**config.mk**
```make
export PLATFORM = sky130hd
export DESIGN_NAME = tdm_host
export DESIGN_NICKNAME = d
export VERILOG_FILES = /design/src/include/tdm_host_pkg.sv /design/src/include/slot_mem_if.sv /design/src/logic/slot_mem.sv /design/src/logic/bit_clock_gen.sv /design/src/logic/tdm_host.sv
export SDC_FILE = /design/constraint.sdc
export NUM_CORES = 1
export LEC_CHECK = 0
export BUFFER_PORTS_ARGS = -buffer_cell sky130_fd_sc_hd__buf_4
export CAP_MARGIN = 15
export CORE_MARGIN = 2
export CORE_UTILIZATION = 42
export CTS_BUF_LIST = sky130_fd_sc_hd__clkbuf_4
export CTS_CLUSTER_SIZE = 16
export DETAILED_ROUTE_END_ITERATION = 8
export SYNTH_ARGS = -nofsm -noshare
export SYNTH_HDL_FRONTEND = slang
export SYNTH_SLANG_ARGS = --single-unit
```
**constraint.sdc**
```tcl
create_clock -name pclk -period 13.9 [get_ports pclk]
set_input_delay 2.78 -clock pclk [delete_from_list [all_inputs] [get_ports pclk]]
set_output_delay 2.78 -clock pclk [all_outputs]
set_load 0.01 [all_outputs]
```
**src/include/tdm_host_pkg.sv**
```systemverilog
/*
 * Constants, field layout and types for the TDM host controller.
 * Assumes a 10 MHz pclk and a 32-bit APB with word-aligned registers.
 */
`default_nettype none
package tdm_host_pkg;
    // Clock and link timing.
    localparam int          PCLK_PERIOD_NS  = 100;
    localparam int          HALF_BIT_NS     = 400;
    localparam int          HALF_BIT_CYCLES = (HALF_BIT_NS + PCLK_PERIOD_NS - 1) / PCLK_PERIOD_NS;
    localparam logic [7:0]  DIV_RESET       = 8'(HALF_BIT_CYCLES);
    localparam logic [7:0]  DIV_MIN         = 8'h03;

    // Register byte offsets.
    localparam logic [11:0] OFF_CTRL        = 12'h000;
    localparam logic [11:0] OFF_CLKDIV      = 12'h004;
    localparam logic [11:0] OFF_STATUS      = 12'h008;
    localparam logic [11:0] OFF_SLOT_INDEX  = 12'h00c;
    localparam logic [11:0] OFF_TX_DATA     = 12'h010;
    localparam logic [11:0] OFF_RX_DATA     = 12'h014;

    // Control register fields.
    localparam int          CTRL_RUN_BIT    = 0;
    localparam int          CTRL_DOUBLE_BIT = 1;
    localparam int          CTRL_PDN_BIT    = 2;
    localparam int          CTRL_LEN_LSB    = 4;
    localparam int          CTRL_SLOT16_BIT = 8;
    localparam logic [31:0] CTRL_RESET      = 32'h0000_0000;

    // Status register fields.
    localparam int          STAT_RUN_BIT    = 0;
    localparam int          STAT_DONE_BIT   = 1;
    localparam int          STAT_CNT_LSB    = 8;

    // Slot geometry.
    localparam int          SLOT_W          = 32;
    localparam int          SLOT_AW         = 4;
    localparam int          SLOT_DEPTH      = 16;
    localparam logic [8:0]  LAST_BIT_8      = 9'h0ff;
    localparam logic [8:0]  LAST_BIT_16     = 9'h1ff;

    // Controller states, Gray coded.
    typedef enum logic [1:0] {
        ST_IDLE = 2'b00,
        ST_RUN  = 2'b01
    } state_t;

    // Sample length in bits for each length code.
    function automatic logic [5:0] len_of(input logic [1:0] code);
        case (code)
            2'b00:   len_of = 6'h10;
            2'b01:   len_of = 6'h12;
            2'b10:   len_of = 6'h14;
            default: len_of = 6'h18;
        endcase
    endfunction

    // Mask that keeps the left-aligned sample and zeros the pad.
    function automatic logic [31:0] mask_of(input logic [1:0] code);
        case (code)
            2'b00:   mask_of = 32'hffff_0000;
            2'b01:   mask_of = 32'hffff_c000;
            2'b10:   mask_of = 32'hffff_f000;
            default: mask_of = 32'hffff_ff00;
        endcase
    endfunction
endpackage
`default_nettype wire

```
**src/include/slot_mem_if.sv**
```systemverilog
/*
 * One write port and one registered read port of a slot memory.
 * Assumes both users run on the same clock as the memory.
 */
`timescale 1ns/1ps
`default_nettype none
interface slot_mem_if;
    logic        we;     // Write strobe.
    logic [3:0]  waddr;  // Write slot index.
    logic [31:0] wdata;  // Write word.
    logic [3:0]  raddr;  // Read slot index.
    logic [31:0] rdata;  // Registered read word.

    modport writer (output we, output waddr, output wdata);
    modport reader (output raddr, input rdata);
    modport mem    (input we, input waddr, input wdata, input raddr, output rdata);
endinterface
`default_nettype wire

```
**src/logic/slot_mem.sv**
```systemverilog
/*
 * Sixteen-word slot memory with a registered read.
 * Assumes the reader tolerates one cycle of read latency.
 */
`timescale 1ns/1ps
`default_nettype none
module slot_mem
    import tdm_host_pkg::*;
(
    // Clock and reset.
    input  wire logic clk,
    input  wire logic rst_n,
    // Memory port.
    slot_mem_if.mem   port
);
    logic [SLOT_W-1:0] words [SLOT_DEPTH];  // Storage, not reset.

    // Writes land at the rising edge of the strobe cycle.
    always_ff @(posedge clk)
    begin
        if (port.we)
        begin
            words[port.waddr] <= port.wdata;
        end
    end

    // Read data comes from a register so the path stays short.
    always_ff @(posedge clk or negedge rst_n)
    begin
        if (!rst_n)
        begin
            port.rdata <= 32'h0000_0000;
        end
        else
        begin
            port.rdata <= words[port.raddr];
        end
    end
endmodule // slot_mem
`default_nettype wire

```
**src/logic/bit_clock_gen.sv**
```systemverilog
/*
 * Divides pclk into the link bit clock and marks its edges.
 * Assumes half_div is at least three; the caller clamps it.
 */
`timescale 1ns/1ps
`default_nettype none
module bit_clock_gen
(
    // Clock and reset.
    input  wire logic       pclk,
    input  wire logic       presetn,
    // Control.
    input  wire logic       run,
    input  wire logic [7:0] half_div,
    // Link clock and edge enables.
    output logic            bit_clock,
    output logic            rise_en,
    output logic            fall_en
);
    logic [7:0] count;  // Cycles into the current half period.
    logic       tick;   // Last cycle of a half period.

    assign tick    = run && (count == 8'(half_div - 8'h01));
    assign rise_en = tick && !bit_clock;
    assign fall_en = tick && bit_clock;

    // Half-period counter; it parks at zero while stopped.
    always_ff @(posedge pclk or negedge presetn)
    begin
        if (!presetn)
        begin
            count <= 8'h00;
        end
        else if (!run || tick)
        begin
            count <= 8'h00;
        end
        else
        begin
            count <= 8'(count + 8'h01);
        end
    end

    // The clock idles low, so the first event after start is a rise.
    always_ff @(posedge pclk or negedge presetn)
    begin
        if (!presetn)
        begin
            bit_clock <= 1'b0;
        end
        else if (!run)
        begin
            bit_clock <= 1'b0;
        end
        else if (tick)
        begin
            bit_clock <= !bit_clock;
        end
    end
endmodule // bit_clock_gen
`default_nettype wire

```
**src/logic/tdm_host.sv**
```systemverilog
/*
 * Host controller that masters a TDM serial audio link toward a codec
 * running as a slave. Software sets it up and moves slot words over APB.
 * Assumes the codec itself is configured for slave TDM by other means.
 */
// Decided for this implementation: the placing of the registers and the APB interface to the registers.
// Functional notes
// Speed mode selects single or double rate.
// Clocking changes only while converters powered down.
// Master clock is integer multiple of frame.
// Device PLL runs for 256x or 384x.
// Device master mode drives 64x bit clock.
// Device master mode never offers TDM.
// Device master mode master clock ratios.
// 128x and 192x never used with TDM.
// Host drives frame and bit clocks synchronously.
// Non-TDM slave bit clock ratio limits.
// TDM slave ratios: 256x single, 256x/512x double.
// Bit clock never faster than master clock.
// Launch on falling, sample on rising edge.
// MSB first, second rise after frame.
// 32-bit slots, sample left-aligned, zero padded.
// Frame pulse rises, held one bit period.
// Sixteen slots at 512 bits per frame.
// Eight slots at 256 bits per frame.
// Device second output unused in TDM.
// Device measures master clock per frame.
// Device output slots valid from frame start.
`timescale 1ns/1ps
`default_nettype none
module tdm_host
    import tdm_host_pkg::*;
(
    // Clock and reset.
    input  wire logic        pclk,
    input  wire logic        presetn,
    // APB slave.
    input  wire logic [11:0] paddr,
    input  wire logic        psel,
    input  wire logic        penable,
    input  wire logic        pwrite,
    input  wire logic [31:0] pwdata,
    output logic [31:0]      prdata,
    output logic             pready,
    output logic             pslverr,
    // Link toward the codec.
    output logic             master_clock,
    output logic             bit_clock,
    output logic             frame_sync_clock,
    output logic [1:0]       serial_input_lines,
    input  wire logic        first_serial_output
);

    state_t       state;         // Controller state.
    logic         ctrl_run;      // Software asks for a running link.
    logic         ctrl_double;   // Double-speed setting.
    logic         ctrl_pdn;      // Software confirms all converters are down.
    logic [1:0]   ctrl_len;      // Sample length code.
    logic         ctrl_slot16;   // Sixteen-slot frame requested.
    logic         slot16;        // Sixteen slots actually in use.
    logic [7:0]   half_div;      // Bit clock half period in pclk cycles.
    logic [3:0]   slot_index;    // Slot pointer for data access.
    logic         frame_done;    // Sticky frame completion flag.
    logic [7:0]   frame_count;   // Completed frames, wrapping.
    logic [8:0]   bit_idx;       // Index of the bit now on the line.
    logic [8:0]   next_idx;      // Index launched at the next fall.
    logic [8:0]   last_bit;      // Final bit index of a frame.
    logic [31:0]  tx_shift;      // Outgoing slot bits.
    logic [31:0]  tx_word;       // Masked word for the next slot.
    logic [31:0]  rx_shift;      // Incoming slot bits.
    logic         rx_sync1;      // First synchroniser stage.
    logic         rx_bit;        // Synchronised device output.
    logic         rise_en;       // Bit clock is about to rise.
    logic         fall_en;       // Bit clock is about to fall.
    logic         running;       // Link clocks are active.
    logic         wr;            // APB write access this cycle.
    logic         setup_rd;      // APB read setup cycle.
    logic         mapped;        // Address hits a register.
    logic         frame_end;     // Last bit of a frame is sampled.
    logic [31:0]  next_prdata;   // Read mux output.

    slot_mem_if tx_port ();
    slot_mem_if rx_port ();

    assign running  = (state == ST_RUN);
    assign wr       = psel && penable && pwrite && mapped;
    assign setup_rd = psel && !penable && !pwrite;
    assign mapped   = (paddr == OFF_CTRL) || (paddr == OFF_CLKDIV) ||
                      (paddr == OFF_STATUS) || (paddr == OFF_SLOT_INDEX) ||
                      (paddr == OFF_TX_DATA) || (paddr == OFF_RX_DATA);
    assign pready   = 1'b1;
    assign pslverr  = psel && penable && !mapped;

    // Single speed only carries 256 bits per frame, so sixteen slots need double.
    assign slot16   = ctrl_slot16 && ctrl_double;
    assign last_bit = slot16 ? LAST_BIT_16 : LAST_BIT_8;
    assign next_idx = (bit_idx == last_bit) ? 9'h000 : 9'(bit_idx + 9'h001);
    assign tx_word  = tx_port.rdata & mask_of(ctrl_len);
    assign frame_end = rise_en && running && (bit_idx == last_bit);

    // The master clock is the bit clock itself: ratio 256x or 512x, never slower.
    assign master_clock = bit_clock;

    bit_clock_gen u_clk (
        .pclk      (pclk),
        .presetn   (presetn),
        .run       (running),
        .half_div  (half_div),
        .bit_clock (bit_clock),
        .rise_en   (rise_en),
        .fall_en   (fall_en)
    );

    slot_mem u_tx_mem (
        .clk   (pclk),
        .rst_n (presetn),
        .port  (tx_port.mem)
    );

    slot_mem u_rx_mem (
        .clk   (pclk),
        .rst_n (presetn),
        .port  (rx_port.mem)
    );

    // Software fills the transmit slots; the serializer prefetches the next one.
    assign tx_port.we    = wr && (paddr == OFF_TX_DATA);
    assign tx_port.waddr = slot_index;
    assign tx_port.wdata = pwdata;
    assign tx_port.raddr = next_idx[8:5];

    // A received slot is stored when its last bit is sampled.
    assign rx_port.we    = rise_en && running && (bit_idx[4:0] == 5'h1f);
    assign rx_port.waddr = bit_idx[8:5];
    assign rx_port.wdata = {rx_shift[30:0], rx_bit} & mask_of(ctrl_len);
    assign rx_port.raddr = slot_index;

    // Control register. Clocking fields move only while converters are down;
    // otherwise the codec would mute, so such writes are silently dropped.
    always_ff @(posedge pclk or negedge presetn)
    begin
        if (!presetn)
        begin
            ctrl_run    <= CTRL_RESET[CTRL_RUN_BIT];
            ctrl_double <= CTRL_RESET[CTRL_DOUBLE_BIT];
            ctrl_pdn    <= CTRL_RESET[CTRL_PDN_BIT];
            ctrl_len    <= CTRL_RESET[CTRL_LEN_LSB +: 2];
            ctrl_slot16 <= CTRL_RESET[CTRL_SLOT16_BIT];
        end
        else if (wr && (paddr == OFF_CTRL))
        begin
            ctrl_pdn <= pwdata[CTRL_PDN_BIT];
            ctrl_len <= running ? ctrl_len : pwdata[CTRL_LEN_LSB +: 2];
            if (ctrl_pdn)
            begin
                ctrl_run    <= pwdata[CTRL_RUN_BIT];
                ctrl_double <= pwdata[CTRL_DOUBLE_BIT];
                ctrl_slot16 <= pwdata[CTRL_SLOT16_BIT];
            end
        end
    end

    // Bit clock divider, clamped so the synchroniser still meets the data eye.
    always_ff @(posedge pclk or negedge presetn)
    begin
        if (!presetn)
        begin
            half_div <= DIV_RESET;
        end
        else if (wr && (paddr == OFF_CLKDIV) && ctrl_pdn)
        begin
            half_div <= (pwdata[7:0] < DIV_MIN) ? DIV_MIN : pwdata[7:0];
        end
    end

    // Slot pointer used by both data windows.
    always_ff @(posedge pclk or negedge presetn)
    begin
        if (!presetn)
        begin
            slot_index <= 4'h0;
        end
        else if (wr && (paddr == OFF_SLOT_INDEX))
        begin
            slot_index <= pwdata[3:0];
        end
    end

    // Frame flag: a frame ending in the clearing cycle keeps it set.
    always_ff @(posedge pclk or negedge presetn)
    begin
        if (!presetn)
        begin
            frame_done  <= 1'b0;
            frame_count <= 8'h00;
        end
        else if (frame_end)
        begin
            frame_done  <= 1'b1;
            frame_count <= 8'(frame_count + 8'h01);
        end
        else if (wr && (paddr == OFF_STATUS) && pwdata[STAT_DONE_BIT])
        begin
            frame_done <= 1'b0;
        end
    end

    // Read data is captured in the setup cycle and held through the access.
    always_comb
    begin
        next_prdata = 32'h0000_0000;
        case (paddr)
            OFF_CTRL:
            begin
                next_prdata[CTRL_RUN_BIT]       = ctrl_run;
                next_prdata[CTRL_DOUBLE_BIT]    = ctrl_double;
                next_prdata[CTRL_PDN_BIT]       = ctrl_pdn;
                next_prdata[CTRL_LEN_LSB +: 2]  = ctrl_len;
                next_prdata[CTRL_SLOT16_BIT]    = ctrl_slot16;
            end
            OFF_CLKDIV:     next_prdata[7:0] = half_div;
            OFF_STATUS:
            begin
                next_prdata[STAT_RUN_BIT]       = running;
                next_prdata[STAT_DONE_BIT]      = frame_done;
                next_prdata[STAT_CNT_LSB +: 8]  = frame_count;
            end
            OFF_SLOT_INDEX: next_prdata[3:0] = slot_index;
            OFF_RX_DATA:    next_prdata = rx_port.rdata;
            default:        next_prdata = 32'h0000_0000;
        endcase
    end

    // Read data register.
    always_ff @(posedge pclk or negedge presetn)
    begin
        if (!presetn)
        begin
            prdata <= 32'h0000_0000;
        end
        else if (setup_rd)
        begin
            prdata <= next_prdata;
        end
    end

    // State machine. The codec is a slave here, which is the only side TDM allows.
    always_ff @(posedge pclk or negedge presetn)
    begin
        if (!presetn)
        begin
            state <= ST_IDLE;
        end
        else
        begin
            case (state)
                ST_IDLE: if (ctrl_run) state <= ST_RUN;
                ST_RUN:  if (!ctrl_run) state <= ST_IDLE;
                default: state <= ST_IDLE;
            endcase
        end
    end

    // Serializer. Frame pulse goes out with the last bit of the previous frame,
    // so the codec sees it one rise before the first MSB.
    always_ff @(posedge pclk or negedge presetn)
    begin
        if (!presetn)
        begin
            bit_idx            <= 9'h000;
            frame_sync_clock   <= 1'b0;
            serial_input_lines <= 2'b00;
            tx_shift           <= 32'h0000_0000;
        end
        else if (!running)
        begin
            bit_idx            <= 9'(last_bit - 9'h001);
            frame_sync_clock   <= 1'b0;
            serial_input_lines <= 2'b00;
            tx_shift           <= 32'h0000_0000;
        end
        else if (fall_en)
        begin
            bit_idx          <= next_idx;
            frame_sync_clock <= (next_idx == last_bit);
            if (next_idx[4:0] == 5'h00)
            begin
                serial_input_lines[0] <= tx_word[31];
                tx_shift              <= {tx_word[30:0], 1'b0};
            end
            else
            begin
                serial_input_lines[0] <= tx_shift[31];
                tx_shift              <= {tx_shift[30:0], 1'b0};
            end
        end
    end

    // Two-stage synchroniser for the codec output.
    always_ff @(posedge pclk or negedge presetn)
    begin
        if (!presetn)
        begin
            rx_sync1 <= 1'b0;
            rx_bit   <= 1'b0;
        end
        else
        begin
            rx_sync1 <= first_serial_output;
            rx_bit   <= rx_sync1;
        end
    end

    // Deserializer samples at the rising bit clock, MSB first.
    always_ff @(posedge pclk or negedge presetn)
    begin
        if (!presetn)
        begin
            rx_shift <= 32'h0000_0000;
        end
        else if (rise_en && running)
        begin
            rx_shift <= {rx_shift[30:0], rx_bit};
        end
    end
endmodule // tdm_host
`default_nettype wire

```
==> impl_metrics.py, run 1 <==
metrics = {
    "yosys": {
        "ys.flop_type": "edfxtp_1",
        "synth_compound_area_share_pct": 2.578,
        "ys_seq_area_share_pct": 75.20,
        "syn_inst": 1828,
        "synth_edf_count": 768,
        "ys_types": 64,
        "synth_xor_area_share_pct": 0.6903,
        "yosysWarningCount": 0,
        "synth_fa_ha_area_share_pct": 0.2380,
        "synth_top_family_by_area": "multiplexers",
        "muxShareOfSynthArea_pct": 15.45,
        "avgSynthCellArea_um2": 20.13,
        "syn_nets": 1885,
        "synth-simple-area-share_pct": 4.329,
        "ys_ff_latch": 952,
        "async_flop_share_pct": 19.33,
        "syn_area_um2": 36790,
    },
    "global_routing": {
        "grt_max_degree": 104,
        "antenna_found_initial": 2,
        "grt_pass1_wl_um": 121400,
        "grt_pass1_vias": 19720,
        "grt_usage_pct": 18.22,
        "grt.overflow.total": 0,
    },
    "timing": {
        "tns_ns": 0,
        "max_freq_ghz": 0.1484,
        "finalHoldViolCount": 0,
        "setup_slack_ns": 7.161,
        "period_needed_ns": 6.739,
        "drv_slew": 0,
        "clock_skew_ns": 0.08525,
        "post-route-period-util_pct": 48.48,
        "worst_slew_pin_slew_ns": 1.018,
        "setup_viol": 0,
        "slew_headroom_pct": 31.77,
        "grt_setup_unrepaired": "false",
    },
    "floorplanning": {
        "die_height_um": 300.0,
        "ios": 89,
        "initial_core_util_pct": 42.41,
        "die-area_um2": 89990,
        "rows": 108,
        "die_w_um": 300.0,
        "core_area_um2": 86750,
    },
    "route": {
        "dr.pass1.iters": 7,
        "wire_per_inst_um": 23.23,
        "drc": 0,
        "vias_per_cell": 5.403,
        "vias": 18678,
        "drt_iter0_markers": 1564,
        "ant_nets": 0,
        "wl_um": 80310,
    },
    "cells_and_area": {
        "drive_gt1_share_pct": 36.71,
        "fillers": 7219,
        "final_common_cell": "edfxtp_1",
        "layout_common_cells": "edfxtp_1, clkbuf_4, mux4_2",
        "nets": 2161,
        "fin_cells": 3457,
        "area_growth_syn_to_layout_pct": 14.67,
        "register_area_um2": 27680,
        "multi_input_area_um2": 8773,
    },
    "placement": {
        "port_buffers": 86,
        "place_inst": 3019,
        "routabilityCongestion": 0.7668,
        "hpwl_um": 44820,
        "place_ws_ns": 7.155,
    },
    "hold_path": {
        "worstHoldPathType": "reg2reg",
        "hp-start": "rx_sync1",
    },
    "setup_path": {
        "cp_max_fo": 3,
        "end_kind": "output pin",
        "cp-startpoint": "paddr[10]",
        "r2r-start": "bit_idx[5]",
        "critPathKind": "in2out",
        "path_cells": "buf_4 > nor4_1 > nand3_1 > nor3b_1 > nor3_1 > buf_4",
        "slowest_stage": "nor3b_1",
        "cpMostUsedCell": "buf_4",
        "cp.required_ns": 11.12,
        "arrival_ns": 3.96,
        "crit_end": "pslverr",
        "rr_worst_depth": 10,
        "critPathMaxStageDelay_ns": 0.33,
        "ff2ff_setup_slack_ns": 9.74,
        "r2r-end": "u_tx_mem.port.rdata[20]",
        "startpoint_type": "input pin",
    },
    "power": {
        "power_density_nw_per_um2": 129.7,
        "power_mw": 5.472,
        "power_leakage_nw": 13.87,
        "switching_share_pct": 20.97,
        "ir_drop_v": 0.00007915,
        "combPwrFrac_pct": 1.1,
        "intPower_mw": 4.324,
        "p_clk_share_pct": 42.8,
        "p_seq_share_pct": 56.1,
        "switchingPower_mw": 1.148,
    },
    "clocking": {
        "h-tree-depth": 4,
        "cts_tree": "built",
        "cts_buffer_depth": 3,
        "cts_made_buffers": 235,
        "clkTransAtPathRegs_ns": 0.05,
        "clock-root-buffer": "clkbuf_4",
        "cts_hold_buffers": 0,
        "cts_setup_buffers": 0,
        "clk-insertion-delay-late_ns": 1.11,
        "clock_sinks": 952,
        "cts_resized": 0,
    },
    "run_status": {
        "status": "finished clean",
    },
    "run": {
        "maxCapViolations": 0,
    },
}
==> power groups by stage <==
| stage | registers (mW) | logic, mW | clock network, mW |
|---|---|---|---|
| after floorplan | 3.13 | 0.00971 | 0 |
| after global placement | 3.13 | 0.0602 | 0 |
| after detailed placement | 3.13 | 0.0628 | 0 |
| after CTS | 3.07 | 0.0627 | 2.42 |
| after global routing | 3.07 | 0.0690 | 2.57 |
| final | 3.07 | 0.0614 | 2.34 |
==> registers in the layout, indices dropped and copies added (netlist names), 2 cells and up <==
register / count
u_rx_mem.words: 384
u_tx_mem.words: 384
prdata: 32
rx_shift: 31
u_rx_mem.port.rdata: 24
u_tx_mem.port.rdata: 24
tx_shift: 23
bit_idx: 9
frame_count: 8
half_div: 8
u_clk.count: 8
rx_port.raddr: 4
ctrl_len: 2
==> metal layers <==
metal,vias up,routed length [um],GRT usage [%]
li1,8154,-,-
met1,9807,33400,23.91
met2,611,40520,30.17
met3,106,5121,4.314
met4,0,1269,5.893
met5,-,0,0
==> metrics by stage <==
step | utilization (%) | hold slack [ns] | area [um^2]
4_1_cts | 48.54 | 0.3624 | 42110
3_5_place_dp | 44.94 | 0.3496 | 38980
5_1_grt | 48.63 | 0.3623 | 42190
3_3_place_gp | 44.94 | 0.3524 | 38980
6_report | 48.63 | 0.3554 | 42190
2_1_floorplan | - | 0.3312 | 36790
==> critical path, delay by kind of cell <==
kind                   cells  cell delay [ns]
buffers and inverters      2             0.26
and+or+nand+nor            4             0.92
==> logic make-up (layout without fill, tap and decap cells) <==
| kind of cell | after synthesis | count (layout) |
|---|---|---|
| other | 2 | 5 |
| AND/OR/NAND/NOR | 320 | 320 |
| flip-flops | 952 | 952 |
| buffers and inverters | 111 | 582 |
| XOR/XNOR | 29 | 29 |
| AO/OA/AOI/OAI | 118 | 118 |
| multiplexers | 289 | 289 |
| adder cells (fa/ha/maj) | 7 | 7 |
==> cell type report <==
cell class	instances	area share [%]
antenna	3	0.01779
timing repair buffer	144	2.693
multi-input combinational	765	20.79
clock buffer	352	6.263
clock inverter	80	1.151
tap	1155	3.425
inverter	6	0.05338
sequential	952	65.60
==> cells in the mapped netlist (7+ instances only) <==
library cell | count | share of area [%]
a21oi_1 | 8 | 0.11
a221oi_1 | 8 | 0.19
a22oi_1 | 48 | 0.98
and2_1 | 8 | 0.14
and3_1 | 14 | 0.24
buf_1 | 23 | 0.23
buf_2 | 15 | 0.20
buf_6 | 14 | 0.43
clkbuf_1 | 50 | 0.51
dfrtp_1 | 183 | 12
edfxtp_1 | 768 | 63
ha_1 | 7 | 0.24
mux2_2 | 50 | 1.5
mux2i_1 | 21 | 0.57
mux4_2 | 218 | 13
nand2_1 | 107 | 1.1
nand2b_1 | 17 | 0.29
nand3_1 | 50 | 0.68
nor2_1 | 54 | 0.55
nor3_1 | 18 | 0.24
nor4_1 | 19 | 0.32
o211a_1 | 23 | 0.63
o21ai_0 | 8 | 0.11
xnor2_1 | 13 | 0.31
xor2_1 | 16 | 0.38
==> worst min path at each step <==
stage / to / slack, ns / depth (start not counted)
global placement: rx_bit / 0.35 / 0
detailed placement: rx_bit / 0.35 / 0
finish: rx_bit / 0.36 / 0
floorplan: rx_bit / 0.33 / 0
CTS: rx_bit / 0.36 / 0
global route: rx_bit / 0.36 / 0
Note: power is estimated with default switching activity, not from simulation.
==> run 2, diff against run 1 <==
clock period = 5.9 ns   (was 13.9 ns; I/O delays follow)
==> run 2 against run 1 <==
Compared with the run above: hold slack got worse by 0.24 ns; flip-flop and latch count stayed put; sequential share of layout area barely moved; die area stayed put; utilization about the same; critical path depth rose by 1; power rose by 140%; clock power rose by 130%.
==> impl_metrics.py, run 2 (synthesized netlist as in run 1, its figures left out) <==
metrics = {
    "timing": {
        "max_freq_ghz": 0.2442,
        "worst_slew_pin_slew_ns": 0.9814,
        "post-route-period-util_pct": 69.42,
        "setup_viol": 0,
        "period_needed_ns": 4.096,
        "finalHoldViolCount": 0,
        "grt_setup_unrepaired": "false",
        "slew_headroom_pct": 34.57,
        "tns_ns": 0,
        "holdWs_ns": 0.1186,
        "drv_slew": 0,
        "clock_skew_ns": 0.07375,
    },
    "global_routing": {
        "grt.overflow.total": 0,
        "top_usage_layer": "met2",
        "grt_max_degree": 120,
        "grt_pass1_wl_um": 122400,
        "use_met1_pct": 25.32,
        "antenna_found_initial": 2,
        "use_met3_pct": 4.437,
        "grt_usage_pct": 18.50,
        "globalRouteMet2Util_pct": 29.54,
        "grt_pass1_vias": 19368,
    },
    "cells_and_area": {
        "final_common_cell": "edfxtp_1",
        "largestRegisters": "u_rx_mem.words: 384 flops, u_tx_mem.words: 384 flops, prdata: 32 flops",
        "drive_gt1_share_pct": 37.29,
        "nets": 2158,
        "layout_common_cells": "edfxtp_1, clkbuf_4, mux4_2",
        "finish.utilization_pct": 48.61,
        "area_growth_syn_to_layout_pct": 14.62,
    },
    "floorplanning": {
        "die-area_um2": 89990,
        "die_height_um": 300.0,
        "core_area_um2": 86750,
        "ios": 89,
        "die_w_um": 300.0,
        "initial_core_util_pct": 42.41,
        "rows": 108,
    },
    "run": {
        "maxCapViolations": 0,
    },
    "route": {
        "wl_um": 81930,
        "vias_per_cell": 5.389,
        "dr.pass1.iters": 5,
        "drt_iter0_markers": 1777,
        "vias": 18625,
        "drc": 0,
        "ant_nets": 0,
        "wire_per_inst_um": 23.71,
    },
    "run_status": {
        "status": "finished clean",
    },
    "clocking": {
        "cts_buffer_depth": 3,
        "h-tree-depth": 4,
        "cts_setup_buffers": 0,
        "clk-insertion-delay-late_ns": 1.08,
        "clkTransAtPathRegs_ns": 0.06,
        "clock_sinks": 952,
        "cts_resized": 0,
        "clock-root-buffer": "clkbuf_4",
        "cts_made_buffers": 234,
        "cts_hold_buffers": 0,
        "cts_tree": "built",
    },
    "power": {
        "power_leakage_nw": 13.86,
        "power_density_nw_per_um2": 305.0,
        "ir_drop_v": 0.0001793,
    },
    "placement": {
        "port_buffers": 86,
        "hpwl_um": 45230,
        "routabilityCongestion": 0.7854,
    },
    "setup_path": {
        "ff2ff_setup_slack_ns": 1.80,
        "arrival_ns": 4.74,
        "slowest_stage": "nand4b_4",
        "critPathKind": "reg2reg",
        "critPathMaxStageDelay_ns": 0.70,
        "crit_family": "simple AND/OR/NAND/NOR gates",
        "cp_max_fo": 37,
        "end_kind": "register",
        "startpoint_type": "register",
        "cp.required_ns": 6.55,
        "path_cells": "or4_4 > nor2_1 > mux2_2 > o31ai_2 > nand4b_4 > nor4_2 > buf_4",
        "cp_num_buf_inv": 1,
    },
    "hold_path": {
        "worstHoldPathType": "in2async",
    },
}
## run 2: per-stage QoR
step / instance area, um^2 / worst slack (ns) / cells / power, mW
5_1_grt: 42170 / 1.613 / 3454 / 13.40
4_1_cts: 42140 / 1.790 / 3452 / 13.05
3_3_place_gp: 39000 / 1.938 / 3018 / 7.519
2_1_floorplan: 36790 / 0.7389 / 1828 / 7.397
6_report: 42170 / 1.804 / 3456 / 12.86
3_5_place_dp: 39020 / 1.830 / 3019 / 7.525
## run 2: routing by layer
layer | vias up | wire length [um]
li1 | 8119 | -
met1 | 9781 | 34800
met2 | 613 | 40480
met3 | 112 | 5189
met4 | 0 | 1460
met5 | - | 0
## run 2: worst register-to-register path: stages, from the launching register on
cell	delay, ns
dfrtp_1	0.43
or4_4	0.57
nor2_1	0.19
mux2_2	0.36
o31ai_2	0.43
nand4b_4	0.70
nor4_2	0.53
buf_4	0.52
## run 2: area by class of cell
| cell class | instances | area (um^2) |
|---|---|---|
| antenna | 3 | 7.507 |
| clock buffer | 364 | 2733 |
| clock inverter | 69 | 382.9 |
| fill | 7228 | 44580 |
| inverter | 6 | 22.52 |
| multi-input combinational | 765 | 8758 |
| sequential | 952 | 27680 |
| tap | 1155 | 1445 |
| timing repair buffer | 142 | 1144 |
## run 2: final timing paths
path | from | end | depth (start not counted)
setup / recovery | half_div[0] | u_rx_mem.words[7][26] | 7
hold / removal | presetn | prdata[18] | 1
setup reg to reg | half_div[0] | u_rx_mem.words[7][26] | 7
hold reg to reg | rx_sync1 | rx_bit | 0
max in group asynchronous | presetn | rx_shift[5] | 2
min in group pclk | first_serial_output | rx_sync1 | 1
## run 2: report_power, final
part           internal [mW]  switching, mW  leakage [nW]  total [mW]
Sequential              7.22        0.00625          8.40        7.23
Clock                   2.94           2.55          1.86        5.48
Combinational         0.0438          0.106          3.60       0.150
Total                   10.2           2.66          13.9        12.9
